`config.mk`:
```
export PLATFORM = sky130hd
export DESIGN_NAME = bdcfg_regs
export DESIGN_NICKNAME = d
export VERILOG_FILES = /design/src/bdcfg_pkg.sv /design/src/bdcfg_regs.sv
export VERILOG_INCLUDE_DIRS = /design/src
export SDC_FILE = /design/constraint.sdc
export NUM_CORES = 1
export LEC_CHECK = 0
export BUFFER_PORTS_ARGS = -buffer_cell sky130_fd_sc_hd__buf_2
export CAP_MARGIN = 20
export CORE_MARGIN = 2
export CORE_UTILIZATION = 27
export CTS_CLUSTER_DIAMETER = 50
export DETAILED_ROUTE_END_ITERATION = 7
export GPL_TIMING_DRIVEN = 0
export HOLD_SLACK_MARGIN = 0.15
export MAX_ROUTING_LAYER = met4
export SKIP_LAST_GASP = 1
export SYNTH_ARGS = -nofsm -noshare
export SYNTH_HDL_FRONTEND = slang
export SYNTH_SLANG_ARGS = --single-unit
```
`constraint.sdc`:
```
create_clock -name clk -period 4.2 [get_ports clk]
set_clock_uncertainty 0.2 [all_clocks]
set_input_delay 0.21 -clock clk [delete_from_list [all_inputs] [get_ports clk]]
set_output_delay 0.21 -clock clk [all_outputs]
set_load 0.01 [all_outputs]
```
`src/bdcfg_defines.svh`:
```
// Constants of the gate-driver configuration, verify and mask register set:
// word layout, register addresses, writable masks and power-on values.
// Assumes the serial framing logic hands over whole 16-bit words.
//
// Overview of operation
// - High-side drain threshold, 6 bits, 50 mV per step, reset 01 1000.
// - Every serial word carries odd parity in bit 0.
// - On-state open-load limit, 4 bits, (n+1) x 25 mV, reset 1000.
// - Drain check time, 6 bits, 100 ns per step, reset 01 0000.
// - on_open_detect_en enables on-state open-load detection, reset 0.
// - enable_guard_timer activates the enable watchdog, reset 0.
// - offtest_current_sel picks 100 uA (0, default) or 400 uA test current.
// - gate_supply_level picks 8 V (0) or 13 V (1), reset 1.
// - Phase comparator level, 6 bits, n/64 of bridge supply, reset 10 0000.
// - Sense amp offset select, 4 bits, reset code 15.
// - Sense amp gain select, 3 bits, codes to gains 10..50, reset 5.
// - off_open_detect_disable: 0 keeps off-state detection on, reset 0.
// - First verify command word: ten supply checks, each active when 1.
// - Second verify word check bits activate and start their check.
// - offstate_load_phase_select picks phase A (0, default) or B.
// - First result word read-only: connect and disconnect flags, reset 0.
// - First mask word: 1 disables that fault detection, reset 0.
// - Second mask word: 1 disables that fault detection, reset 0.
// - Address in 15:12, write flag in 11, data 10:1; reset to defaults.
`ifndef BDCFG_DEFINES_SVH
`define BDCFG_DEFINES_SVH

// Serial word layout
`define BDCFG_ADDR_MSB 15
`define BDCFG_ADDR_LSB 12
`define BDCFG_WR_BIT 11
`define BDCFG_DATA_MSB 10
`define BDCFG_DATA_LSB 1
`define BDCFG_PAR_BIT 0

// Register addresses
`define BDCFG_ADDR_CFG2 4'h2
`define BDCFG_ADDR_CFG3 4'h3
`define BDCFG_ADDR_CFG4 4'h4
`define BDCFG_ADDR_CFG5 4'h5
`define BDCFG_ADDR_VCMD0 4'h6
`define BDCFG_ADDR_VCMD1 4'h7
`define BDCFG_ADDR_VRES0 4'h8
`define BDCFG_ADDR_VRES1 4'h9
`define BDCFG_ADDR_MASK0 4'ha
`define BDCFG_ADDR_MASK1 4'hb

// Writable bits of the 10-bit payload (payload bit k is word bit k+1)
`define BDCFG_WM_CFG2 10'h03f
`define BDCFG_WM_CFG3 10'h3ff
`define BDCFG_WM_CFG4 10'h3ff
`define BDCFG_WM_CFG5 10'h1f7
`define BDCFG_WM_VCMD0 10'h3ff
`define BDCFG_WM_VCMD1 10'h3ef
`define BDCFG_WM_MASK0 10'h3cf
`define BDCFG_WM_MASK1 10'h3cf

// Power-on values of the payload
`define BDCFG_RST_CFG2 10'h018
`define BDCFG_RST_CFG3 10'h210
`define BDCFG_RST_CFG4 10'h060
`define BDCFG_RST_CFG5 10'h0f5
`define BDCFG_RST_ZERO 10'h000

// Payload positions of the check bits that start a check when written 1
`define BDCFG_VCMD1_START_HI 8
`define BDCFG_VCMD1_START_LO 3

`endif

```
`src/bdcfg_pkg.sv`:
```
// Types of the gate-driver configuration, verify and mask register set.
// Assumes bdcfg_defines.svh for all numeric layout.
package bdcfg_pkg;

    typedef logic [9:0] bdcfg_data_t;

    // Decoded settings that steer the driver
    typedef struct packed {
        logic [5:0] hs_drain_threshold;
        logic [3:0] on_load_limit;
        logic [5:0] drain_check_time;
        logic on_open_detect_en;
        logic enable_guard_timer;
        logic offtest_current_sel;
        logic gate_supply_level;
        logic [5:0] phase_compare_level;
        logic off_open_detect_disable;
        logic [3:0] amp_offset_sel;
        logic [2:0] amp_gain_sel;
        logic offstate_load_phase_select;
        logic [9:0] chk_supply;
        logic [7:0] chk_bridge;
        logic [7:0] msk_gate;
        logic [7:0] msk_drain;
    } bdcfg_cfg_s;

    // Verification results from the monitors
    typedef struct packed {
        logic res_phb_connect;
        logic res_pha_connect;
        logic res_bridge_disconnect;
        logic res_sense_b_disc;
        logic res_sense_a_disc;
        logic res_phb_state;
        logic res_pha_state;
        logic res_amp_b_disc;
        logic res_amp_a_disc;
    } bdcfg_res_s;

endpackage

```
`src/bdcfg_regs.sv`:
```
// Serial-word register set: config words 2 to 5, verify commands,
// verify results and fault masks of a full-bridge gate driver.
// Assumes framing logic on clk delivers one whole received word per
// word_valid pulse and sends back reply_word when reply_valid pulses.
`timescale 1ns/100ps
`default_nettype none
`include "bdcfg_defines.svh"

module bdcfg_regs
    import bdcfg_pkg::*;
(
    input wire logic clk,
    input wire logic rst_b,
    input wire logic word_valid,
    input wire logic [15:0] word_in,
    input wire bdcfg_res_s results,
    output logic reply_valid,
    output logic [15:0] reply_word,
    output logic parity_error,
    output logic [7:0] verify_start,
    output bdcfg_cfg_s cfg
);

    function automatic bdcfg_data_t wr_mask(input logic [3:0] a);
        case (a)
            `BDCFG_ADDR_CFG2: wr_mask = `BDCFG_WM_CFG2;
            `BDCFG_ADDR_CFG3: wr_mask = `BDCFG_WM_CFG3;
            `BDCFG_ADDR_CFG4: wr_mask = `BDCFG_WM_CFG4;
            `BDCFG_ADDR_CFG5: wr_mask = `BDCFG_WM_CFG5;
            `BDCFG_ADDR_VCMD0: wr_mask = `BDCFG_WM_VCMD0;
            `BDCFG_ADDR_VCMD1: wr_mask = `BDCFG_WM_VCMD1;
            `BDCFG_ADDR_MASK0: wr_mask = `BDCFG_WM_MASK0;
            `BDCFG_ADDR_MASK1: wr_mask = `BDCFG_WM_MASK1;
            default: wr_mask = `BDCFG_RST_ZERO;
        endcase
    endfunction

    function automatic bdcfg_data_t rst_val(input logic [3:0] a);
        case (a)
            `BDCFG_ADDR_CFG2: rst_val = `BDCFG_RST_CFG2;
            `BDCFG_ADDR_CFG3: rst_val = `BDCFG_RST_CFG3;
            `BDCFG_ADDR_CFG4: rst_val = `BDCFG_RST_CFG4;
            `BDCFG_ADDR_CFG5: rst_val = `BDCFG_RST_CFG5;
            default: rst_val = `BDCFG_RST_ZERO;
        endcase
    endfunction

    logic [3:0] addr;
    logic wr_flag;
    bdcfg_data_t wdata;
    logic par_ok;
    logic take;
    bdcfg_data_t res0_word;
    bdcfg_data_t res1_word;
    bdcfg_data_t regs [16];
    bdcfg_data_t rd_data;
    logic [14:0] next_reply;

    assign addr = word_in[`BDCFG_ADDR_MSB:`BDCFG_ADDR_LSB];
    assign wr_flag = word_in[`BDCFG_WR_BIT];
    assign wdata = word_in[`BDCFG_DATA_MSB:`BDCFG_DATA_LSB];
    // Odd count of ones over all sixteen bits means the word is intact
    assign par_ok = ^word_in;
    assign take = word_valid && par_ok;

    // Unused result positions are held at zero
    assign res0_word = {4'h0, results.res_phb_connect,
                        results.res_pha_connect,
                        results.res_bridge_disconnect, 1'b0,
                        results.res_sense_b_disc,
                        results.res_sense_a_disc};
    assign res1_word = {5'h00, results.res_phb_state,
                        results.res_pha_state, 1'b0,
                        results.res_amp_b_disc,
                        results.res_amp_a_disc};

    // One storage word per address; result words follow the monitors and
    // ignore writes, writable words keep only their defined bits.
    genvar gi;
    for (gi = 0; gi < 16; gi++) begin : g_reg
        localparam logic [3:0] A = 4'(gi);
        if (A == `BDCFG_ADDR_VRES0 || A == `BDCFG_ADDR_VRES1) begin : g_ro
            always_ff @(posedge clk or negedge rst_b) begin
                if (!rst_b) begin
                    regs[gi] <= `BDCFG_RST_ZERO;
                end else if (A == `BDCFG_ADDR_VRES0) begin
                    regs[gi] <= res0_word;
                end else begin
                    regs[gi] <= res1_word;
                end
            end
        end else begin : g_rw
            always_ff @(posedge clk or negedge rst_b) begin
                if (!rst_b) begin
                    regs[gi] <= rst_val(A);
                end else if (take && wr_flag && addr == A) begin
                    regs[gi] <= wdata & wr_mask(A);
                end
            end
        end
    end

    assign rd_data = regs[addr];

    // Reply echoes the address and the content held before any write
    assign next_reply = {addr, 1'b0, rd_data};

    always_ff @(posedge clk or negedge rst_b) begin
        if (!rst_b) begin
            reply_valid <= 1'b0;
            reply_word <= 16'h0001;
        end else begin
            reply_valid <= take;
            if (take) begin
                reply_word <= {next_reply, ~^next_reply};
            end
        end
    end

    // A corrupted word is dropped whole; parity_error flags it on the next cycle
    always_ff @(posedge clk or negedge rst_b) begin
        if (!rst_b) begin
            parity_error <= 1'b0;
        end else begin
            parity_error <= word_valid && !par_ok;
        end
    end

    // Each bridge check bit written 1 also launches its check, one pulse
    always_ff @(posedge clk or negedge rst_b) begin
        if (!rst_b) begin
            verify_start <= 8'h00;
        end else if (take && wr_flag && addr == `BDCFG_ADDR_VCMD1) begin
            verify_start <= {wdata[`BDCFG_VCMD1_START_HI:5],
                             wdata[`BDCFG_VCMD1_START_LO:0]};
        end else begin
            verify_start <= 8'h00;
        end
    end

    // Settings straight from the storage flops
    assign cfg.hs_drain_threshold = regs[2][5:0];
    assign cfg.on_load_limit = regs[3][9:6];
    assign cfg.drain_check_time = regs[3][5:0];
    assign cfg.on_open_detect_en = regs[4][9];
    assign cfg.enable_guard_timer = regs[4][8];
    assign cfg.offtest_current_sel = regs[4][7];
    assign cfg.gate_supply_level = regs[4][6];
    assign cfg.phase_compare_level = regs[4][5:0];
    assign cfg.off_open_detect_disable = regs[5][8];
    assign cfg.amp_offset_sel = regs[5][7:4];
    assign cfg.amp_gain_sel = regs[5][2:0];
    assign cfg.offstate_load_phase_select = regs[7][9];
    assign cfg.chk_supply = regs[6];
    assign cfg.chk_bridge = {regs[7][8:5], regs[7][3:0]};
    assign cfg.msk_gate = {regs[10][9:6], regs[10][3:0]};
    assign cfg.msk_drain = {regs[11][9:6], regs[11][3:0]};
endmodule // bdcfg_regs

`default_nettype wire

```
==> flow_summary.json <==
{
  "drt_iter0_markers": 181,
  "setup_tns_ps": 0,
  "max_freq_ghz": 0.284,
  "worstMarginPinSlew_ps": 590,
  "async_reset_ff_share_pct": 100,
  "drv_cap": 0,
  "io_buffers": 113,
  "synthToLayoutAreaGrowth_pct": 25.9,
  "crit_path_top_delay_cell": "buf_2",
  "slowest_delay_ps": 380,
  "worstHoldStart": "word_in[11]",
  "synth_area_sq_mm": 0.00567,
  "r2r_slack_ps": 1680,
  "fin_util_pct": 34.3,
  "cts_buffer_depth": 2,
  "setup_ws_ps": 674,
  "stdcell_count": 875,
  "h-tree-depth": 3,
  "ir_drop_mv": 0.235,
  "clkLatencyLatePin_ps": 360,
  "finalSetupViolations": 0,
  "dpl.hpwl_mm": 11.3,
  "io-pin-count": 123,
  "grt_max_degree": 62,
  "wl_mm": 15.8,
  "final-hold-violation-count": 0,
  "whs_path_depth": 3,
  "yosysTopAreaCell": "dfrtp_1",
  "met2_usage_pct": 22.5,
  "cp_common_cell": "buf_2",
  "synth_warnings": 0,
  "rr_worst_depth": 7,
  "place_area_sq_mm": 0.00661,
  "cts_setup_buffers": 0,
  "numCtsBuffers": 9,
  "grt_pass1_wl_mm": 23.6,
  "synth_area_per_cell_sq_um": 12.6,
  "drt-wirelength-per-cell_microns": 18.0,
  "die_w_microns": 149,
  "syn-num-nets": 484,
  "grt.busiest_layer": "met2",
  "synthCells": 449,
  "relSlewSlack_pct": 60.7,
  "cp.arrival_ps": 3570,
  "num_vias": 3795,
  "antenna_left": 0,
  "ys.flop_type": "dfrtp_1",
  "drive_above_1_share_pct": 54.3,
  "cts-resized-gates": 0,
  "use_met3_pct": 2.81,
  "fp.coreArea_sq_mm": 0.0208,
  "seq_area_frac_synth_pct": 45.7,
  "worstPathMaxFanout": 10,
  "fin_nets": 630,
  "power.total_mw": 4.29,
  "synth_top_area_share_pct": 39.7,
  "yosys.cell_types.count": 54,
  "synthTopCellsByArea": "dfrtp_1 (40%), buf_4 (9.8%), mux2_4 (8.5%)",
  "ys_top_cells_by_count": "dfrtp_1 (90), buf_4 (74), mux2_2 (39), nand2_1 (39), mux2_4 (32)",
  "clk_pin_slew_ps": 70,
  "timing.hold.ws_ps": 178,
  "timing.rr.end": "reply_word[0]$_DFFE_PN1P_",
  "dieArea_sq_mm": 0.0222,
  "cts_sinks": 103,
  "grt_use_total_pct": 15.0,
  "period_share_pct": 84.0,
  "synth-edff-count": 0,
  "routabilityCongestion": 0.789,
  "initial_utilization_pct": 27.2,
  "grt_pass1_vias": 3762,
  "place_ws_ps": 237,
  "die_h_microns": 149,
  "drt-pass1-iter-count": 4,
  "p_leak_nw": 3.64,
  "worstPathRequired_ps": 4240,
  "reg2reg_from": "cfg[55]$_DFFE_PN0P_",
  "period_needed_ps": 3530,
  "status": "finished clean",
  "yosysMostFrequentCell": "dfrtp_1",
  "holdPathEnd": "cfg[42]$_DFFE_PN0P_",
  "hp-class": "in2reg",
  "avgViaCountPerCell": 4.34,
  "fin_area_sq_mm": 0.00714,
  "placed_cells": 838,
  "post-route-drc-count": 0,
  "synth-seq-cells": 103,
  "crit_path_cell_trace": "buf_2 > buf_2 > buf_2 > inv_1 > ha_1 > xor2_1 > xnor2_1 > xnor2_1 > xnor2_1 > nand2_1 > inv_2 > and4_1 > buf_2 > mux2_2",
  "end_kind": "register",
  "power.density_mw_per_mm2": 601,
  "antenna_found_initial": 0,
  "rows": 53,
  "slew_violations": 0,
  "insertedDiodeCount": 0,
  "cts_root_buf": "clkbuf_16",
  "use_met1_pct": 20.6,
  "cts_tree": "done",
  "grt_overflow_total": 0,
  "path_class": "in2reg",
  "startpoint_type": "input pin",
  "rsz0062_at_grt": "false"
}
flip-flops by register name, summed over array words and instances (netlist names):
| name | flops |
|---|---|
| verify_start | 8 |
| reply_word | 15 |
| reply_valid | 1 |
| regs | 9 |
| parity_error | 1 |
| cfg | 69 |
timing repair:
action                                  in CTS  in global routing
hold buffers                                21                  0
endpoints found under the setup margin       0                  0
hold endpoints to repair                   132                  0
cell usage in the layout, fill, tap and decap left out, types with 2 or more instances in the layout:
| master | instances |
|---|---|
| a21oi_1 | 6 |
| a221oi_1 | 2 |
| and2_1 | 8 |
| and4_1 | 2 |
| and4_4 | 3 |
| buf_2 | 122 |
| buf_4 | 75 |
| buf_6 | 6 |
| buf_8 | 2 |
| bufinv_16 | 2 |
| clkbuf_1 | 4 |
| clkbuf_16 | 9 |
| clkbuf_2 | 2 |
| clkinv_2 | 2 |
| dfrtp_1 | 90 |
| dfstp_2 | 13 |
| dlygate4sd3_1 | 21 |
| ha_1 | 7 |
| inv_1 | 5 |
| inv_2 | 2 |
| mux2_2 | 39 |
| mux2_4 | 32 |
| mux2i_1 | 9 |
| mux4_1 | 4 |
| mux4_2 | 6 |
| nand2_1 | 39 |
| nand2b_1 | 3 |
| nand3_1 | 7 |
| nand4_4 | 3 |
| nor2_1 | 8 |
| nor2b_1 | 4 |
| nor3_1 | 3 |
| nor3b_1 | 3 |
| o21a_1 | 2 |
| o21ai_0 | 13 |
| xnor2_1 | 17 |
| xnor3_1 | 2 |
power by group:
group / internal [mW] / switching, mW / total, mW
Sequential: 1.36 / 0.256 / 1.62
Clock: 0.537 / 0.373 / 0.911
Combinational: 1.02 / 0.742 / 1.76
worst max path at each step:
| stage | startpoint | end | slack, ps | depth (start not counted) |
|---|---|---|---|---|
| 2_1_floorplan | word_in[13] | cfg[53]$_DFFE_PN0P_ | 1290 | 14 |
| 3_3_place_gp | word_in[13] | cfg[18]$_DFFE_PN0P_ | 250 | 14 |
| 3_5_place_dp | word_in[13] | cfg[18]$_DFFE_PN0P_ | 240 | 14 |
| 4_1_cts | word_in[13] | cfg[19]$_DFFE_PN0P_ | 620 | 14 |
| 5_1_grt | word_in[13] | cfg[19]$_DFFE_PN0P_ | 440 | 14 |
| 6_report | word_in[13] | cfg[19]$_DFFE_PN0P_ | 670 | 14 |
final cells by class:
type | count | area [sq um]
buffer | 98 | 744
clock buffer | 12 | 246
clock inverter | 4 | 70.1
fill | 2125 | 13700
inverter | 7 | 26.3
multi-input combinational | 241 | 2310
sequential | 103 | 2590
tap | 275 | 344
timing repair buffer | 135 | 806
per-layer routing:
layer	vias up	wire length, microns
li1	1762	-
met1	1904	7350
met2	113	7460
met3	16	727
met4	0	215
met5	-	0
cell families (layout without fill, tap and decap cells):
| kind of cell | count (synthesis) | after routing | share of synthesized area (%) |
|---|---|---|---|
| adders and majority gates | 7 | 7 | 1.54 |
| buffers and inverters | 105 | 256 | 13.6 |
| and+or+nand+nor | 87 | 87 | 8.67 |
| other | 1 | 1 | 0.0661 |
| DFF | 103 | 103 | 45.7 |
| AOI/OAI and AO/OA | 35 | 35 | 4.48 |
| muxes | 90 | 90 | 22.0 |
| xor gates and xnor gates | 21 | 21 | 3.86 |
worst max-delay path, delay by kind of cell:
family	cells	cell delay, ps
xor gates and xnor gates	4	750
adders and majority gates	1	360
buffers and inverters	6	1410
muxes	1	370
and+or+nand+nor	2	470
No activity file was read; power rests on OpenSTA's default activity.
